[src/rtl/sbf_pkg.sv]
// package: register map, field positions and modes of the spi buffer flags
package sbf_pkg;
    localparam int unsigned SBF_DATA_W = 32;
    localparam int unsigned SBF_FIFO_D = 4;
    localparam int unsigned SBF_PTR_W  = 2;

    // register byte addresses
    localparam logic [11:0] SBF_STATUS_ADDR = 12'h000;
    localparam logic [11:0] SBF_BUF_ADDR    = 12'h004;
    localparam logic [11:0] SBF_CTRL_ADDR   = 12'h008;
    localparam logic [11:0] SBF_PTR_ADDR    = 12'h00C;

    // status field positions
    localparam int unsigned SBF_RBF_BIT = 0;
    localparam int unsigned SBF_TBF_BIT = 1;
    localparam int unsigned SBF_UNI_BIT = 2;
    localparam int unsigned SBF_TBE_BIT = 3;

    // control field positions
    localparam int unsigned SBF_ENH_BIT  = 0;
    localparam int unsigned SBF_LOOP_BIT = 1;

    localparam logic [31:0] SBF_ZERO_WORD = 32'h0000_0000;
    localparam logic [31:0] SBF_CTRL_RST  = 32'h0000_0000;
    localparam logic [3:0]  SBF_SHIFT_CYC = 4'h8;
    localparam logic [3:0]  SBF_SHIFT_ONE = 4'h1;
    localparam logic [1:0]  SBF_PTR_ONE   = 2'h1;

    typedef enum logic [1:0] {
        SBF_SH_IDLE  = 2'b00,
        SBF_SH_SHIFT = 2'b01,
        SBF_SH_STORE = 2'b10
    } sbf_shift_state_type;
endpackage

[src/rtl/sbf_top.sv]
// apb slave holding the spi buffer status flags and the tx/rx buffers
// Notes on behaviour
// - the tx-empty flag sets when a word moves from tx buffer to shifter.
// - the tx-empty flag clears when the core writes the buffer location, unless a word moves to the shifter in the same cycle.
// - in standard mode the tx-full flag sets on a core buffer write.
// - in standard mode the tx-full flag clears when the shifter takes it.
// - in enhanced mode tx-full is high only when core wptr+1 == shift rptr.
// - in standard mode rx-full sets when the shifter stores a word.
// - in standard mode rx-full clears when the core reads the buffer.
// - in enhanced mode rx-full is high only when shift wptr+1 == core rptr.
// - status bit 2 always reads zero.
`timescale 1ns/1ps
module sbf_top
    import sbf_pkg::*;
(
    // apb
    input  wire logic        pclk,
    input  wire logic        presetn,
    input  wire logic        psel,
    input  wire logic        penable,
    input  wire logic        pwrite,
    input  wire logic [11:0] paddr,
    input  wire logic [31:0] pwdata,
    output logic [31:0]      prdata,
    output logic             pready,
    output logic             pslverr,
    // serial data
    input  wire logic        miso_in,
    output logic             busy_q
);
    import sbf_pkg::*;

    // ****************************************
    // bus decode
    // ****************************************
    wire acc      = psel && penable;
    wire hit_stat = (paddr == SBF_STATUS_ADDR);
    wire hit_buf  = (paddr == SBF_BUF_ADDR);
    wire hit_ctrl = (paddr == SBF_CTRL_ADDR);
    wire hit_ptr  = (paddr == SBF_PTR_ADDR);
    wire hit_any  = hit_stat || hit_buf || hit_ctrl || hit_ptr;
    wire buf_wr   = acc && pwrite && hit_buf;
    wire buf_rd   = acc && !pwrite && hit_buf;
    wire ctrl_wr  = acc && pwrite && hit_ctrl;

    logic [31:0] ctrl_q;
    logic        tbe_q;
    logic        tbf_q;
    logic        rbf_q;
    wire         enh = ctrl_q[SBF_ENH_BIT];

    // ****************************************
    // buffers and shifter
    // ****************************************
    logic                  txf_ready;
    logic                  txf_vout;
    logic [SBF_DATA_W-1:0] txf_dout;
    logic [SBF_PTR_W-1:0]  cw_ptr;
    logic [SBF_PTR_W-1:0]  sr_ptr;
    logic                  sh_tx_ready;
    logic                  sh_rx_valid;
    logic [SBF_DATA_W-1:0] sh_rx_data;
    logic                  sh_busy;
    logic                  rxf_ready;
    logic                  rxf_vout;
    logic [SBF_DATA_W-1:0] rxf_dout;
    logic [SBF_PTR_W-1:0]  sw_ptr;
    logic [SBF_PTR_W-1:0]  cr_ptr;

    // standard mode holds one word: only a drained buffer accepts
    wire tx_push   = buf_wr && txf_ready && (enh || !txf_vout);
    wire tx_xfer   = txf_vout && sh_tx_ready;
    wire rx_ok     = enh ? rxf_ready : !rxf_vout;
    wire rx_store  = sh_rx_valid && rx_ok;
    wire rx_pop    = buf_rd && rxf_vout;

    sbf_fifo #(
        .WIDTH (SBF_DATA_W),
        .DEPTH (SBF_FIFO_D),
        .PW    (SBF_PTR_W)
    ) u_tx_fifo (
        .pclk      (pclk),
        .presetn   (presetn),
        .in_valid  (tx_push),
        .in_ready  (txf_ready),
        .in_data   (pwdata),
        .out_valid (txf_vout),
        .out_ready (sh_tx_ready),
        .out_data  (txf_dout),
        .wr_ptr    (cw_ptr),
        .rd_ptr    (sr_ptr),
        .full      (),
        .empty     ()
    );

    sbf_shifter u_shift (
        .pclk     (pclk),
        .presetn  (presetn),
        .tx_valid (txf_vout),
        .tx_ready (sh_tx_ready),
        .tx_data  (txf_dout),
        .rx_valid (sh_rx_valid),
        .rx_ready (rx_ok),
        .rx_data  (sh_rx_data),
        .loop_en  (ctrl_q[SBF_LOOP_BIT]),
        .miso_in  (miso_in),
        .busy     (sh_busy)
    );

    sbf_fifo #(
        .WIDTH (SBF_DATA_W),
        .DEPTH (SBF_FIFO_D),
        .PW    (SBF_PTR_W)
    ) u_rx_fifo (
        .pclk      (pclk),
        .presetn   (presetn),
        .in_valid  (rx_store),
        .in_ready  (rxf_ready),
        .in_data   (sh_rx_data),
        .out_valid (rxf_vout),
        .out_ready (rx_pop),
        .out_data  (rxf_dout),
        .wr_ptr    (sw_ptr),
        .rd_ptr    (cr_ptr),
        .full      (),
        .empty     ()
    );

    // ****************************************
    // status flags
    // ****************************************
    wire enh_tbf = ((cw_ptr + SBF_PTR_ONE) == sr_ptr);
    wire enh_rbf = ((sw_ptr + SBF_PTR_ONE) == cr_ptr);

    logic tbe_d;
    logic tbf_d;
    logic rbf_d;
    always_comb begin
        tbe_d = tbe_q;
        if (tx_push) tbe_d = 1'b0;
        if (tx_xfer) tbe_d = 1'b1;
        tbf_d = tbf_q;
        if (tx_xfer) tbf_d = 1'b0;
        if (tx_push) tbf_d = 1'b1;
        rbf_d = rbf_q;
        if (rx_pop)   rbf_d = 1'b0;
        if (rx_store) rbf_d = 1'b1;
        if (enh) begin
            tbf_d = enh_tbf;
            rbf_d = enh_rbf;
        end
    end

    // ****************************************
    // register read mux
    // ****************************************
    wire [31:0] stat_word = {28'h000_0000, tbe_q, 1'b0, tbf_q, rbf_q};
    wire [31:0] ptr_word  = {24'h00_0000, cr_ptr, sw_ptr, sr_ptr, cw_ptr};
    wire [31:0] rd_word   = hit_stat ? stat_word :
                            hit_buf  ? rxf_dout  :
                            hit_ctrl ? ctrl_q    :
                            hit_ptr  ? ptr_word  : SBF_ZERO_WORD;

    always_ff @(posedge pclk or negedge presetn) begin
        if (!presetn) begin
            tbe_q   <= 1'b1;
            tbf_q   <= 1'b0;
            rbf_q   <= 1'b0;
            ctrl_q  <= SBF_CTRL_RST;
            prdata  <= SBF_ZERO_WORD;
            pready  <= 1'b0;
            pslverr <= 1'b0;
            busy_q  <= 1'b0;
        end else begin
            tbe_q   <= tbe_d;
            tbf_q   <= tbf_d;
            rbf_q   <= rbf_d;
            busy_q  <= sh_busy;
            if (ctrl_wr) ctrl_q <= pwdata;
            // ready and data registered from the setup phase, so an access has no wait state
            pready  <= psel && !penable;
            pslverr <= psel && !penable && !hit_any;
            prdata  <= rd_word;
        end
    end

    // ****************************************
    // checks
    // ****************************************
    // only status reads carry the reserved bit; other words use bit 2
    stat_bit2_zero_a: assert property (
        @(posedge pclk) disable iff (!presetn)
        psel && !penable && hit_stat |=> prdata[SBF_UNI_BIT] == 1'b0)
        else $error("status bit 2 not zero");
    stat_read_word_a: assert property (
        @(posedge pclk) disable iff (!presetn)
        psel && !penable && hit_stat |=>
            prdata == {28'h000_0000, $past(tbe_q), 1'b0,
                       $past(tbf_q), $past(rbf_q)})
        else $error("status word does not match flags");
    tbe_on_xfer_a: assert property (
        @(posedge pclk) disable iff (!presetn) tx_xfer |=> tbe_q)
        else $error("tx empty not set after transfer");
    tbe_clr_write_a: assert property (
        @(posedge pclk) disable iff (!presetn)
        tx_push && !tx_xfer |=> !tbe_q)
        else $error("tx empty not cleared by write");
    tbf_std_set_a: assert property (
        @(posedge pclk) disable iff (!presetn) !enh && tx_push |=> tbf_q)
        else $error("tx full not set in standard mode");
    tbf_std_clr_a: assert property (
        @(posedge pclk) disable iff (!presetn)
        !enh && tx_xfer && !tx_push |=> !tbf_q)
        else $error("tx full not cleared on transfer");
    tbf_enh_ptr_a: assert property (
        @(posedge pclk) disable iff (!presetn)
        enh |=> tbf_q == $past(enh_tbf))
        else $error("enhanced tx full mismatch");
    rbf_std_set_a: assert property (
        @(posedge pclk) disable iff (!presetn) !enh && rx_store |=> rbf_q)
        else $error("rx full not set on store");
    rbf_std_clr_a: assert property (
        @(posedge pclk) disable iff (!presetn)
        !enh && rx_pop && !rx_store |=> !rbf_q)
        else $error("rx full not cleared on read");
    rbf_enh_ptr_a: assert property (
        @(posedge pclk) disable iff (!presetn)
        enh |=> rbf_q == $past(enh_rbf))
        else $error("enhanced rx full mismatch");
    mode_select_a: assert property (
        @(posedge pclk) disable iff (!presetn)
        ctrl_wr |=> enh == $past(pwdata[SBF_ENH_BIT]))
        else $error("mode bit not taken");
    ctrl_hold_a: assert property (
        @(posedge pclk) disable iff (!presetn)
        !ctrl_wr |=> ctrl_q == $past(ctrl_q))
        else $error("control changed without a write");

    // flags move only on their own events
    tbe_hold_a: assert property (
        @(posedge pclk) disable iff (!presetn)
        !tx_push && !tx_xfer |=> tbe_q == $past(tbe_q))
        else $error("tx empty moved without an event");
    tbf_std_hold_a: assert property (
        @(posedge pclk) disable iff (!presetn)
        !enh && !tx_push && !tx_xfer |=> tbf_q == $past(tbf_q))
        else $error("tx full moved without an event");
    rbf_std_hold_a: assert property (
        @(posedge pclk) disable iff (!presetn)
        !enh && !rx_store && !rx_pop |=> rbf_q == $past(rbf_q))
        else $error("rx full moved without an event");
    xfer_starts_shift_a: assert property (
        @(posedge pclk) disable iff (!presetn)
        tx_xfer |=> sh_busy)
        else $error("shifter did not take the word");
    // a word with no room waits in the shifter rather than being lost
    rx_wait_hold_a: assert property (
        @(posedge pclk) disable iff (!presetn)
        sh_rx_valid && !rx_ok |=> sh_busy)
        else $error("shifter dropped a word without room");

    // pointers feed the enhanced flag equations
    push_ptr_step_a: assert property (
        @(posedge pclk) disable iff (!presetn)
        tx_push |=> cw_ptr == $past(cw_ptr) + SBF_PTR_ONE)
        else $error("core write pointer did not advance");
    xfer_ptr_step_a: assert property (
        @(posedge pclk) disable iff (!presetn)
        tx_xfer |=> sr_ptr == $past(sr_ptr) + SBF_PTR_ONE)
        else $error("shifter read pointer did not advance");
    store_ptr_step_a: assert property (
        @(posedge pclk) disable iff (!presetn)
        rx_store |=> sw_ptr == $past(sw_ptr) + SBF_PTR_ONE)
        else $error("shifter write pointer did not advance");
    pop_ptr_step_a: assert property (
        @(posedge pclk) disable iff (!presetn)
        rx_pop |=> cr_ptr == $past(cr_ptr) + SBF_PTR_ONE)
        else $error("core read pointer did not advance");
    // a refused write must leave no trace in the buffer
    std_refuse_a: assert property (
        @(posedge pclk) disable iff (!presetn)
        !enh && buf_wr && txf_vout |=> cw_ptr == $past(cw_ptr))
        else $error("held word overwritten in standard mode");

    // ****************************************
    // bus checks
    // ****************************************
    ready_on_access_a: assert property (
        @(posedge pclk) disable iff (!presetn)
        psel && !penable |=> pready)
        else $error("no ready in access phase");
    ready_one_cycle_a: assert property (
        @(posedge pclk) disable iff (!presetn)
        pready |=> !pready)
        else $error("ready held beyond one cycle");
    err_unmapped_a: assert property (
        @(posedge pclk) disable iff (!presetn)
        psel && !penable && !hit_any |=> pslverr)
        else $error("unmapped access without error");
    err_with_ready_a: assert property (
        @(posedge pclk) disable iff (!presetn)
        pslverr |-> pready)
        else $error("error answer without ready");
    busy_tracks_a: assert property (
        @(posedge pclk) disable iff (!presetn)
        busy_q == $past(sh_busy))
        else $error("busy output does not follow shifter");
endmodule

[src/rtl/sbf_fifo.sv]
// fifo with valid/ready on both sides and exposed pointers
`timescale 1ns/1ps
module sbf_fifo #(
    parameter int unsigned WIDTH = 32,
    parameter int unsigned DEPTH = 4,
    parameter int unsigned PW    = 2
) (
    // clock and reset
    input  wire logic             pclk,
    input  wire logic             presetn,
    // fill side
    input  wire logic             in_valid,
    output logic                  in_ready,
    input  wire logic [WIDTH-1:0] in_data,
    // drain side
    output logic                  out_valid,
    input  wire logic             out_ready,
    output logic [WIDTH-1:0]      out_data,
    // pointers
    output logic [PW-1:0]         wr_ptr,
    output logic [PW-1:0]         rd_ptr,
    output logic                  full,
    output logic                  empty
);
    logic [WIDTH-1:0] mem_q [DEPTH];
    logic [PW:0]      wp_q;
    logic [PW:0]      rp_q;
    wire              push = in_valid && in_ready;
    wire              pop  = out_valid && out_ready;

    assign wr_ptr    = wp_q[PW-1:0];
    assign rd_ptr    = rp_q[PW-1:0];
    assign empty     = (wp_q == rp_q);
    assign full      = (wp_q[PW] != rp_q[PW]) && (wr_ptr == rd_ptr);
    assign in_ready  = !full;
    assign out_valid = !empty;
    assign out_data  = mem_q[rd_ptr];

    always_ff @(posedge pclk or negedge presetn) begin
        if (!presetn) begin
            wp_q <= '0;
            rp_q <= '0;
        end else begin
            if (push) wp_q <= wp_q + 1'b1;
            if (pop)  rp_q <= rp_q + 1'b1;
        end
    end

    // storage needs no reset; empty hides stale words
    always_ff @(posedge pclk) begin
        if (push) mem_q[wr_ptr] <= in_data;
    end
endmodule

[src/rtl/sbf_shifter.sv]
// shift engine: takes a word from tx side, returns received word
`timescale 1ns/1ps
module sbf_shifter
    import sbf_pkg::*;
(
    // clock and reset
    input  wire logic                  pclk,
    input  wire logic                  presetn,
    // transmit side
    input  wire logic                  tx_valid,
    output logic                       tx_ready,
    input  wire logic [SBF_DATA_W-1:0] tx_data,
    // receive side
    output logic                       rx_valid,
    input  wire logic                  rx_ready,
    output logic [SBF_DATA_W-1:0]      rx_data,
    // link
    input  wire logic                  loop_en,
    input  wire logic                  miso_in,
    output logic                       busy
);
    sbf_shift_state_type st_q;
    logic [SBF_DATA_W-1:0] sr_q;
    logic [3:0]            cnt_q;
    wire                   in_bit = loop_en ? sr_q[SBF_DATA_W-1] : miso_in;

    assign tx_ready = (st_q == SBF_SH_IDLE);
    assign rx_valid = (st_q == SBF_SH_STORE);
    assign rx_data  = sr_q;
    assign busy     = (st_q != SBF_SH_IDLE);

    // shifting a reduced number of bits keeps the model short
    always_ff @(posedge pclk or negedge presetn) begin
        if (!presetn) begin
            st_q  <= SBF_SH_IDLE;
            sr_q  <= '0;
            cnt_q <= '0;
        end else begin
            unique case (st_q)
                SBF_SH_IDLE: if (tx_valid) begin
                    sr_q  <= tx_data;
                    cnt_q <= SBF_SHIFT_CYC;
                    st_q  <= SBF_SH_SHIFT;
                end
                SBF_SH_SHIFT: begin
                    sr_q  <= {sr_q[SBF_DATA_W-2:0], in_bit};
                    cnt_q <= cnt_q - SBF_SHIFT_ONE;
                    if (cnt_q == SBF_SHIFT_ONE) st_q <= SBF_SH_STORE;
                end
                SBF_SH_STORE: if (rx_ready) st_q <= SBF_SH_IDLE;
                default: st_q <= SBF_SH_IDLE;
            endcase
        end
    end
endmodule

[config.mk]
export PLATFORM = sky130hd
export DESIGN_NAME = sbf_top
export DESIGN_NICKNAME = d
export VERILOG_FILES = /design/src/rtl/sbf_pkg.sv /design/src/rtl/sbf_top.sv /design/src/rtl/sbf_fifo.sv /design/src/rtl/sbf_shifter.sv
export SDC_FILE = /design/constraint.sdc
export NUM_CORES = 1
export LEC_CHECK = 0
export BUFFER_PORTS_ARGS = -buffer_cell sky130_fd_sc_hd__clkbuf_2
export CAP_MARGIN = 20
export CORE_ASPECT_RATIO = 1.25
export CORE_MARGIN = 1
export CORE_UTILIZATION = 45
export CTS_BUF_LIST = sky130_fd_sc_hd__clkbuf_8
export DETAILED_ROUTE_END_ITERATION = 10
export GPL_TIMING_DRIVEN = 0
export HOLD_SLACK_MARGIN = 0.15
export PLACE_DENSITY = 0.62
export RECOVER_POWER = 100
export SETUP_SLACK_MARGIN = 0.2
export SLEW_MARGIN = 10
export SYNTH_ARGS = -nofsm -noshare
export SYNTH_HDL_FRONTEND = slang
export SYNTH_SLANG_ARGS = --single-unit
[constraint.sdc]
create_clock -name pclk -period 6.55 [get_ports pclk]
set_input_delay 0.9825 -clock pclk [delete_from_list [all_inputs] [get_ports pclk]]
set_output_delay 0.9825 -clock pclk [all_outputs]
set_load 0.03 [all_outputs]
# Word level (Yosys, flattened, before mapping)
# Memories as Yosys holds them, arrays and structs flattened.
# Index checks and enable logic that the tools add are counted.
# totals
register_bits	120
ramBits	256
output_inout_bits	35
mem_count	2
# mem_list
name	depth	width	read_ports	rd_clocked_by_memory_dff	wr	line_no	text
u_rx_fifo.mem_q	4	32	1	0	1	sbf_fifo.sv:25	logic [WIDTH-1:0] mem_q [DEPTH];
u_tx_fifo.mem_q	4	32	1	0	1	sbf_fifo.sv:25	
# op_classes
add_sub_neg	7
n_eq_ne	17
n_mux	26
n_reduce_logical	38
# ops
operator	count
32-bit 2-to-1 mux	4
32-bit one-hot mux with 2 select lines	1
12-bit by 4-bit equality test with 1-bit output (second input constant)	2
1-bit logical AND	18
1-bit 2-to-1 mux	14
3-bit by 1-bit adder with 3-bit output (second input constant)	4
12-bit by 3-bit equality test with 1-bit output (second input constant)	1
12-bit zero test	1
2-bit equality test	4
8-bit 2-to-1 mux	1
4-bit one-hot mux with 2 select lines	1
1-bit zero test	7
3-bit equality test	2
2-bit 2-to-1 mux	3
2-bit one-hot mux with 3 select lines	1
2-bit nonzero test	3
3-bit nonzero test	2
2-bit by 1-bit adder with 2-bit output (second input constant)	2
4-bit by 1-bit equality test with 1-bit output (second input constant)	1
1-bit logical OR	4
4-bit 2-to-1 mux	1
2-bit by 1-bit inequality test with 1-bit output (second input constant)	2
4-bit by 1-bit subtractor with 4-bit output (second input constant)	1
3-bit AND reduction	1
other kinds (6)	7

# Logic depth before layout (Yosys ltp)
# Gate-level depths: netlist of the first run.
# logic_depth
word_depth	8
mapped_depth	6
ltp_nobuf	5

# By module
# Synthesis of the first run repeated with hierarchy kept, for this count alone.
# hier_totals
hier_cells	838
hier_area_um2	15185.8
# by_module_without_submodules
mod	n_inst	cells_each	area_per_inst_um2	seq_area_each_um2
sbf_fifo	2	220	5143.7	3993.8
sbf_top	1	221	2894.0	1752.9
sbf_shifter	1	177	2004.4	950.9

# Least setup slack after synthesis of the first run
# OpenSTA, ideal clock, no wires.
# synth_path
path_kind	input to register
startpoint	input paddr[3]
endpoint	memory u_tx_fifo.mem_q[3][0] (enable)
t_arrival_ns	4.714
t_required_ns	6.075
slack_ns	1.362
path_stages	4
cell_sequence	clkbuf_2 -> or4b_2 -> or4_1 -> a211oi_1
# synth_via
elab_chain_len	7
# synth_lines
element	line_no	text
start, declared	sbf_top.sv:22	input wire logic [11:0] paddr,
12-bit by 3-bit equality test with 1-bit output	sbf_top.sv:38	wire hit_buf = (paddr == SBF_BUF_ADDR);
1-bit logical AND	sbf_top.sv:42	wire buf_wr = acc && pwrite && hit_buf;
1-bit logical AND (2 in series)	sbf_top.sv:71	wire tx_push = buf_wr && txf_ready && (enh || !txf_vout);
1-bit logical AND	sbf_fifo.sv:28	wire push = in_valid && in_ready;
1-bit 2-to-1 mux	sbf_fifo.sv:51	if (push) mem_q[wr_ptr] <= in_data;
1-bit 2-to-1 mux (implied by the code)	sbf_fifo.sv:51	
end, declared	sbf_fifo.sv:25	
# No other way between the ends.

# Worst setup path after layout of the first run
# layout_path
startpoint	input paddr[9]
endpoint	memory u_tx_fifo.mem_q[2][14] (enable)
# The elaborated chain is that of the path after synthesis.

==> out/results.txt, run 1 <==
DR pass1 iterations: 5
Slew headroom: -114%
Area Overhead vs Synth: 13.2%
DR vias: 7760
antenna violations before repair: 1
Routed wire per std cell: 21.2 µm
Remaining Overflow, GRT: 0
dpl hpwl: 21100 µm
H-tree depth: 2
Top FF cell, synth: edfxtp_1
post-cts hold buffer count: 0
clock skew: 16.0 ps
synth unique cells: 49
die area: 33600 µm²
Yosys top cell area share: 52.0%
crit-path max cell delay: 1290 ps
vias in the first global route: 7988
Worst R2R Path Depth: 6
vias per inst: 5.32
Internal: 4.15 mW
Worst-Skew Late Latency: 600 ps
Synth Cell Area: 14800 µm²
Initial Utilization: 46.1%
Final setup viols: 0
Max Cap Viol: 7
RSZ-0062 raised after global routing: false
Worst EP arrival: 4760 ps
R2R Setup Slk: 2170 ps
Worst-Margin Slew: 3210 ps
IO Count: 85
PD cells: 345 nW/µm²
chip height: 205 µm
diode count: 0
# rows: 73
Worst Hold Class: flip-flop to flip-flop
Worst Setup EP: u_tx_fifo.mem_q[2][14]$_DFFE_PP_
status: finished, violations left
area leader, netlist: edfxtp_1
number of gates resized after CTS: 0
Synth Register Bits: 376
synth cell count leaders: 256 x edfxtp_1, 119 x dfrtp_1, 67 x mux4_2
fin nets: 1060
Fmax achieved: 218 MHz
DRT iter0 DRCs: 524
clk slew on worst S/H paths: 60 ps
Peak VDD IR: 0.000133 V
Seq pwr share: 51.7%
clock sink count: 376
Leakage: 6.11 nW
Yosys Warn Count: 0
Worst Path Class, Setup: primary input to flip-flop
max-slew violations: 197
Cells after DPL: 1352
layout cell share with drive strength beyond 1: 17.8%
Post-Layout Cell Count: 1458
Buf/Inv on CP: 2
syn_area_per_cell: 17.5 µm²
WP data required: 6730 ps
core area: 32100 µm²
count leader, synth: edfxtp_1
Cells after Synth: 847
R2R Path End: u_tx_fifo.mem_q[2][14]$_DFFE_PP_
hold path start: ctrl_q[14]$_DFFE_PN0P_
CP cell instances: clkbuf_2 -> or4_1 -> or4_1 -> a21oi_1 -> and2_0 -> clkbuf_1
r2r startpoint: u_tx_fifo.rp_q[0]$_DFFE_PN0P_
Seq/Total Area, Yosys: 72.3%
cell family with most CP delay: simple AND/OR/NAND/NOR gates
clock tree buffer depth: 3
CTS tree: done
hold path depth: 2
total CTS buffers: 56
startpoint types: primary input
Min Clock Period, post-route: 4580 ps
Root Buffer: clkbuf_8
switch share: 28.2%
final WL: 30900 µm
combinational share of power: 17.1%
Worst Setup SP: paddr[9]
Final ANT Viol Nets: 0
Power Total: 5.79 mW
worst-path fanout max: 24
async set-reset flop share out of synthesis: 31.9%
post-CTS setup buffer count: 0
DIE WIDTH: 164 µm
post-synth net total: 909
drt drc: 0
first-pass GRT wire length: 48000 µm
EDFF count, synth: 256
final hold vios: 0
top post-synthesis cells by area: edfxtp_1 52%, dfrtp_1 20%, mux4_2 10%, o21ai_0 1.8%, mux2_1 1.8%
Crit-path slowest cell: clkbuf_1
all-layer global routing usage: 19.5%
final cycle utilization of the critical path: 69.9%
clock power share: 31.2%
Top cell by count, worst path: or4_1
Port-buffer cells: 82
routability cong.: 0.804
largest net degree at the start of global routing: 66
Worst setup EP type: flip-flop
Crit. path cell count: 6
violated checks: max-capacitance violations, max-slew violations
switching power total: 1.63 mW
## worst register-to-register path, stage by stage (launching register included)
cell      delay [ps]
dfrtp_1          350
clkbuf_1         510
xor2_1           280
or3_1            480
a21oi_1          430
and2_0           640
clkbuf_1        1290
## cell families (layout without fill, tap and decap cells)
family                     Yosys count  after routing  share of synthesized area, %
xor gates and xnor gates            18             18                          1.07
buffers and inverters               83            282                          2.36
and+or+nand+nor                    145            145                          5.13
AOI/OAI and AO/OA                   98             98                          4.36
muxes                              115            115                          13.8
DFF                                376            376                          72.3
adders and majority gates           12             12                          1.01
## power groups by stage
stage	Combinational [mW]	Clock [mW]	Sequential (mW)
2_1_floorplan	0.723	0	2.95
5_1_grt	1.10	1.96	3.01
4_1_cts	1.02	1.86	2.98
3_3_place_gp	0.992	0	3.02
3_5_place_dp	1.02	0	3.03
6_report	0.988	1.81	2.99
## how the worst min path moves through the flow
stage,to,slack [ps]
2_1_floorplan,prdata[10]$_DFF_PN0_,440
3_3_place_gp,prdata[14]$_DFF_PN0_,470
3_5_place_dp,prdata[14]$_DFF_PN0_,480
4_1_cts,ctrl_q[22]$_DFFE_PN0P_,340
5_1_grt,u_tx_fifo.wp_q[2]$_DFFE_PN0P_,510
6_report,prdata[14]$_DFF_PN0_,480
## cells in the final DEF, fill, tap and decap left out, drive strengths merged, types with 2 or more instances in the layout
cell type,instances
clkinvlp,2
nand2b,19
mux4,67
and2,10
xnor2,11
o22ai,2
nor2,3
o21ai,52
edfxtp,256
or3,2
clkinv,18
ha,12
nor2b,19
a32oi,2
or4,3
nand3,11
a21oi,9
a222oi,16
o31a,2
nand3b,6
o211ai,7
buf,9
or4b,2
clkbuf,195
inv,57
nor3,4
mux2,41
nand2,62
xor2,7
dfrtp,119
mux2i,7
## through the flow
stage	util, %	hold slack (ps)	setup slack (ps)	area, µm²	TNS [ps]
CTS	53.2	343	3430	17100	0
floorplan	-	443	1360	14800	0
global placement	49.0	470	-919	15700	-30220
detailed placement	49.8	479	2790	16000	0
global route	52.2	514	1800	16700	0
finish	52.2	480	1970	16700	0
## cell type report
class / instances / area (µm²)
Fill cell: 2700 / 15300
Sequential cell: 376 / 10700
Multi-Input combinational cell: 388 / 3740
Clock buffer: 65 / 895
Tap cell: 412 / 515
Timing Repair Buffer: 93 / 393
Clock inverter: 41 / 198
Buffer: 46 / 180
Inverter: 37 / 139
## metal layers
layer	part of all wire (%)	vias up	track usage, %
met5	0	-	0
met1	46	3966	28.3
met3	5.2	43	3.60
met4	2.1	0	5.82
met2	47	188	29.9
li1	-	3563	-
## registers in the layout, indices dropped and copies added, names as in the netlist
| signal | cells |
|---|---|
| rbf_q | 1 |
| u_rx_fifo.rp_q | 3 |
| pready | 1 |
| ctrl_q | 32 |
| pslverr | 1 |
| u_shift.rx_data | 32 |
| u_tx_fifo.wp_q | 3 |
| u_rx_fifo.mem_q | 128 |
| u_rx_fifo.wp_q | 3 |
| u_tx_fifo.rp_q | 3 |
| u_shift.cnt_q | 4 |
| prdata | 32 |
| u_shift.st_q | 2 |
| tbf_q | 1 |
| tbe_q | 1 |
| u_tx_fifo.mem_q | 128 |
| busy_q | 1 |
(Power assumes the default switching activity.)
==> inputs of run 2 (changes only) <==
Clock period 6.55 ns to 4.65 ns, I/O delays scaled along.
==> out/results.txt, run 2 (synthesis gave the netlist of run 1 again) <==
total CTS buffers: 55
Leakage: 6.20 nW
hold_ws: 309 ps
all-layer global routing usage: 19.4%
dpl hpwl: 21200 µm
Worst-Skew Late Latency: 600 ps
startpoint types: primary input
number of gates resized after CTS: 0
Worst Path Class, Setup: primary input to flip-flop
Root Buffer: clkbuf_8
Final Util: 52.9%
max-slew violations: 103
largest registers: u_rx_fifo.mem_q (128), u_tx_fifo.mem_q (128)
layout cell share with drive strength beyond 1: 18.6%
violated checks: max-capacitance violations, max-slew violations
Final ANT Viol Nets: 0
DR pass1 iterations: 6
Worst-Margin Slew: 1760 ps
antenna violations before repair: 1
clk slew on worst S/H paths: 60 ps
DR vias: 7847
# rows: 73
IO Count: 85
clock sink count: 376
largest net degree at the start of global routing: 68
Cells after DPL: 1352
combinational share of power: 16.9%
clock skew: 22.9 ps
post-route cell area: 17000 µm²
core area: 32100 µm²
final WL: 31200 µm
drt drc: 0
switching power total: 2.31 mW
WP data required: 5120 ps
Worst Hold Class: primary input to flip-flop
fin nets: 1060
RSZ-0062 raised after global routing: false
final hold vios: 0
Port-buffer cells: 82
DRT iter0 DRCs: 642
wire length on met1: 14100 µm
Internal: 5.99 mW
Final setup viols: 0
clock tree buffer depth: 3
worst-path fanout max: 10
WL met2: 14700 µm
Max Cap Viol: 4
Area Overhead vs Synth: 14.7%
Routed met3 length: 1640 µm
vias per inst: 5.39
Fmax achieved: 275 MHz
Initial Utilization: 46.1%
Remaining Overflow, GRT: 0
chip height: 205 µm
status: finished, violations left
most common cell after layout, fill and taps aside: edfxtp_1
DIE WIDTH: 164 µm
Worst EP arrival: 4100 ps
clock power share: 32.3%
H-tree depth: 2
PD cells: 489 nW/µm²
Seq pwr share: 50.8%
Routed wire per std cell: 21.4 µm
routability cong.: 0.793
DR top layer: met4
Post-Layout Cell Count: 1457
Slew headroom: -17.2%
Min Clock Period, post-route: 3630 ps
placed cell area: 16000 µm²
switch share: 27.8%
most frequent cells in the layout: 256 x edfxtp_1, 119 x dfrtp_1, 108 x clkbuf_1, 67 x mux4_2, 65 x clkbuf_8
vias in the first global route: 8035
final cycle utilization of the critical path: 78.1%
Peak VDD IR: 0.000183 V
CTS tree: done
die area: 33600 µm²
Worst setup EP type: flip-flop
Sum Neg Setup Slack: 0 ps
first-pass GRT wire length: 47900 µm
-- run 2: cell count changes in the layout (fill, tap and decap cells not counted), moves of 3 or more --
cell and change:
clkbuf_1 -8, buf_16 +4, buf_12 +3, bufinv_16 +3, clkinv_2 -3
-- run 2: worst max-delay path, stage by stage --
cell      delay (ps)
clkbuf_2          80
or4_1            620
or3_1            400
clkbuf_1         200
nor3_1          1100
clkbuf_1         580
mux2_2           400
-- run 2: cell type report --
type	instances	area [µm²]
Inverter	37	139
Sequential cell	376	10700
Fill cell	2633	15100
Multi-Input combinational cell	388	3740
Timing Repair Buffer	94	558
Buffer	46	179
Tap cell	412	515
Clock inverter	39	262
Antenna cell	1	2.50
Clock buffer	64	881
-- run 2: what timing repair did --
action                    in CTS  in global routing
hold buffers                   1                  0
hold endpoints to repair      53                  0
buffers inserted               0                  0
-- run 2: power by group through the flow --
| stage | clock (mW) | sequential (mW) | combinational [mW] |
|---|---|---|---|
| after global routing | 2.89 | 4.24 | 1.55 |
| final | 2.68 | 4.21 | 1.40 |
| after floorplan | 0 | 4.16 | 1.02 |
| after detailed placement | 0 | 4.27 | 1.43 |
| after CTS | 2.75 | 4.21 | 1.44 |
| after global placement | 0 | 4.25 | 1.40 |
-- run 2: routing by layer --
| layer | global-route usage, % | vias up |
|---|---|---|
| li1 | - | 3551 |
| met1 | 27.5 | 4040 |
| met2 | 30.3 | 206 |
| met3 | 3.81 | 50 |
| met4 | 5.95 | 0 |
| met5 | 0 | - |
-- run 2: through the flow --
stage          total power [mW]  setup slack, ps
3_3_place_gp               5.65             -445
5_1_grt                    8.68              835
4_1_cts                    8.39             1660
3_5_place_dp               5.71             1130
6_report                   8.30             1020
2_1_floorplan              5.18              900
-- run 2: worst paths after layout --
| path | to | cells past startpoint | from | slack, ps |
|---|---|---|---|---|
| max | ctrl_q[23]$_DFFE_PN0P_ | 7 | paddr[9] | 1020 |
| min reg2reg | u_tx_fifo.wp_q[2]$_DFFE_PN0P_ | 1 | u_tx_fifo.wp_q[2]$_DFFE_PN0P_ | 480 |
| min in group asynchronous | ctrl_q[23]$_DFFE_PN0P_ | 2 | presetn | 620 |
| max reg2reg | u_rx_fifo.mem_q[3][23]$_DFFE_PP_ | 6 | u_rx_fifo.rp_q[0]$_DFFE_PN0P_ | 1100 |
| max in group asynchronous | prdata[8]$_DFF_PN0_ | 3 | presetn | 1980 |
| min | pready$_DFF_PN0_ | 2 | penable | 310 |
==> inputs of run 3 (changes only) <==
Clock period 4.65 ns to 3.4 ns, I/O delays scaled along.
==> out/results.txt, run 3 (synthesis gave the netlist of run 1 again) <==
max-slew violations: 37
Root Buffer: clkbuf_8
final cycle utilization of the critical path: 89.1%
DIE WIDTH: 164 µm
Fmax achieved: 330 MHz
layout cell share with drive strength beyond 1: 18.8%
drt drc: 0
PD cells: 646 nW/µm²
post-CTS setup buffer count: 0
Worst setup EP type: flip-flop
DRT iter0 DRCs: 583
core area: 32100 µm²
total CTS buffers: 55
# rows: 73
largest registers: u_rx_fifo.mem_q (128), u_tx_fifo.mem_q (128)
routability cong.: 0.775
Worst Path Class, Setup: primary input to flip-flop
all-layer global routing usage: 19.5%
met3 Usage GRT: 3.73%
antenna violations before repair: 0
Leakage: 6.28 nW
IO Count: 85
H-tree depth: 2
clock tree buffer depth: 3
Worst-Skew Late Latency: 600 ps
worst-path fanout max: 10
CTS tree: done
clock sink count: 376
status: finished, violations left
DR vias: 7943
final WL: 30900 µm
clock skew: 18.1 ps
Worst Hold Class: primary input to flip-flop
Area Overhead vs Synth: 16.0%
GRT met1 Usage: 27.4%
Routed wire per std cell: 20.9 µm
Final setup viols: 0
Max Cap Viol: 1
violated checks: max-capacitance violations, max-slew violations
Worst-Margin Slew: 2030 ps
Worst EP arrival: 3500 ps
dpl hpwl: 21200 µm
chip height: 205 µm
RSZ-0062 raised after global routing: false
DR pass1 iterations: 5
most common cell after layout, fill and taps aside: edfxtp_1
Cells after DPL: 1352
largest net degree at the start of global routing: 86
Min Clock Period, post-route: 3030 ps
vias per inst: 5.37
die area: 33600 µm²
fin nets: 1085
most frequent cells in the layout: 256 x edfxtp_1, 119 x dfrtp_1, 106 x clkbuf_1, 67 x mux4_2
Slew headroom: -35.1%
Final Util: 53.5%
final hold vios: 0
Port-buffer cells: 82
most used routing layer: met2
diode count: 0
first-pass GRT wire length: 48100 µm
GR Layer Usage met2: 30.5%
Post-Layout Cell Count: 1480
startpoint types: primary input
Peak VDD IR: 0.000271 V
WP data required: 3870 ps
vias in the first global route: 8161
Initial Utilization: 46.1%
clk slew on worst S/H paths: 60 ps
Final ANT Viol Nets: 0
Remaining Overflow, GRT: 0
## run 3: where the power goes
| part | switching [mW] | leakage (nW) | total (mW) | internal [mW] |
|---|---|---|---|---|
| Clock | 1.65 | 0.609 | 3.40 | 1.75 |
| Combinational | 1.10 | 1.77 | 1.94 | 0.836 |
| Sequential | 0.387 | 3.89 | 5.76 | 5.37 |
| Total | 3.14 | 6.28 | 11.1 | 7.95 |
## run 3: worst paths after layout
check / startpoint / to / slack (ps) / cells after the start
max in group asynchronous: presetn / prdata[16]$_DFF_PN0_ / 700 / 3
worst min register to register: u_tx_fifo.wp_q[2]$_DFFE_PN0P_ / u_tx_fifo.wp_q[2]$_DFFE_PN0P_ / 480 / 1
min in group asynchronous: presetn / ctrl_q[26]$_DFFE_PN0P_ / 1040 / 2
worst max-delay path: paddr[9] / ctrl_q[23]$_DFFE_PN0P_ / 370 / 7
worst max register to register: u_tx_fifo.rp_q[1]$_DFFE_PN0P_ / u_tx_fifo.mem_q[1][31]$_DFFE_PP_ / 380 / 6
worst min-delay path: psel / pready$_DFF_PN0_ / 200 / 2
## run 3: per-stage QoR
step	total power, mW	area, µm²	setup WS [ps]	hold WS, ps	setup TNS, ps
detailed placement	7.79	16000	10.7	447	0
global placement	7.73	15700	-759	468	-131460
CTS	11.2	17300	364	151	0
global route	11.6	17200	149	191	0
finish	11.1	17200	371	199	0
floorplan	7.09	14800	188	214	0
## run 3: timing repair
item                                   4_1_cts  5_1_grt
hold buffers                                26        0
endpoints found under the hold margin      131        0
gates resized for setup                      0        0
setup endpoints to repair                    0        0
## run 3: cell type report
class / count / area [µm²]
Clock inverter: 40 / 194
Multi-Input combinational cell: 388 / 3760
Sequential cell: 376 / 10700
Tap cell: 412 / 515
Inverter: 37 / 139
Buffer: 46 / 181
Fill cell: 2662 / 14900
Timing Repair Buffer: 119 / 821
Clock buffer: 62 / 853
## run 3: worst max-delay path, stage by stage
cell,delay [ps]
clkbuf_2,70
or4_1,610
or3_1,390
clkbuf_1,220
nor3_2,700
clkbuf_1,580
mux2_2,410
## run 3: routing by layer
layer / wire length, µm / up-vias / share of wire (%)
met5: 0 / - / 0
met4: 729 / 0 / 2.4
met3: 1760 / 54 / 5.7
met2: 14500 / 230 / 47
met1: 13900 / 4061 / 45
li1: - / 3598 / -
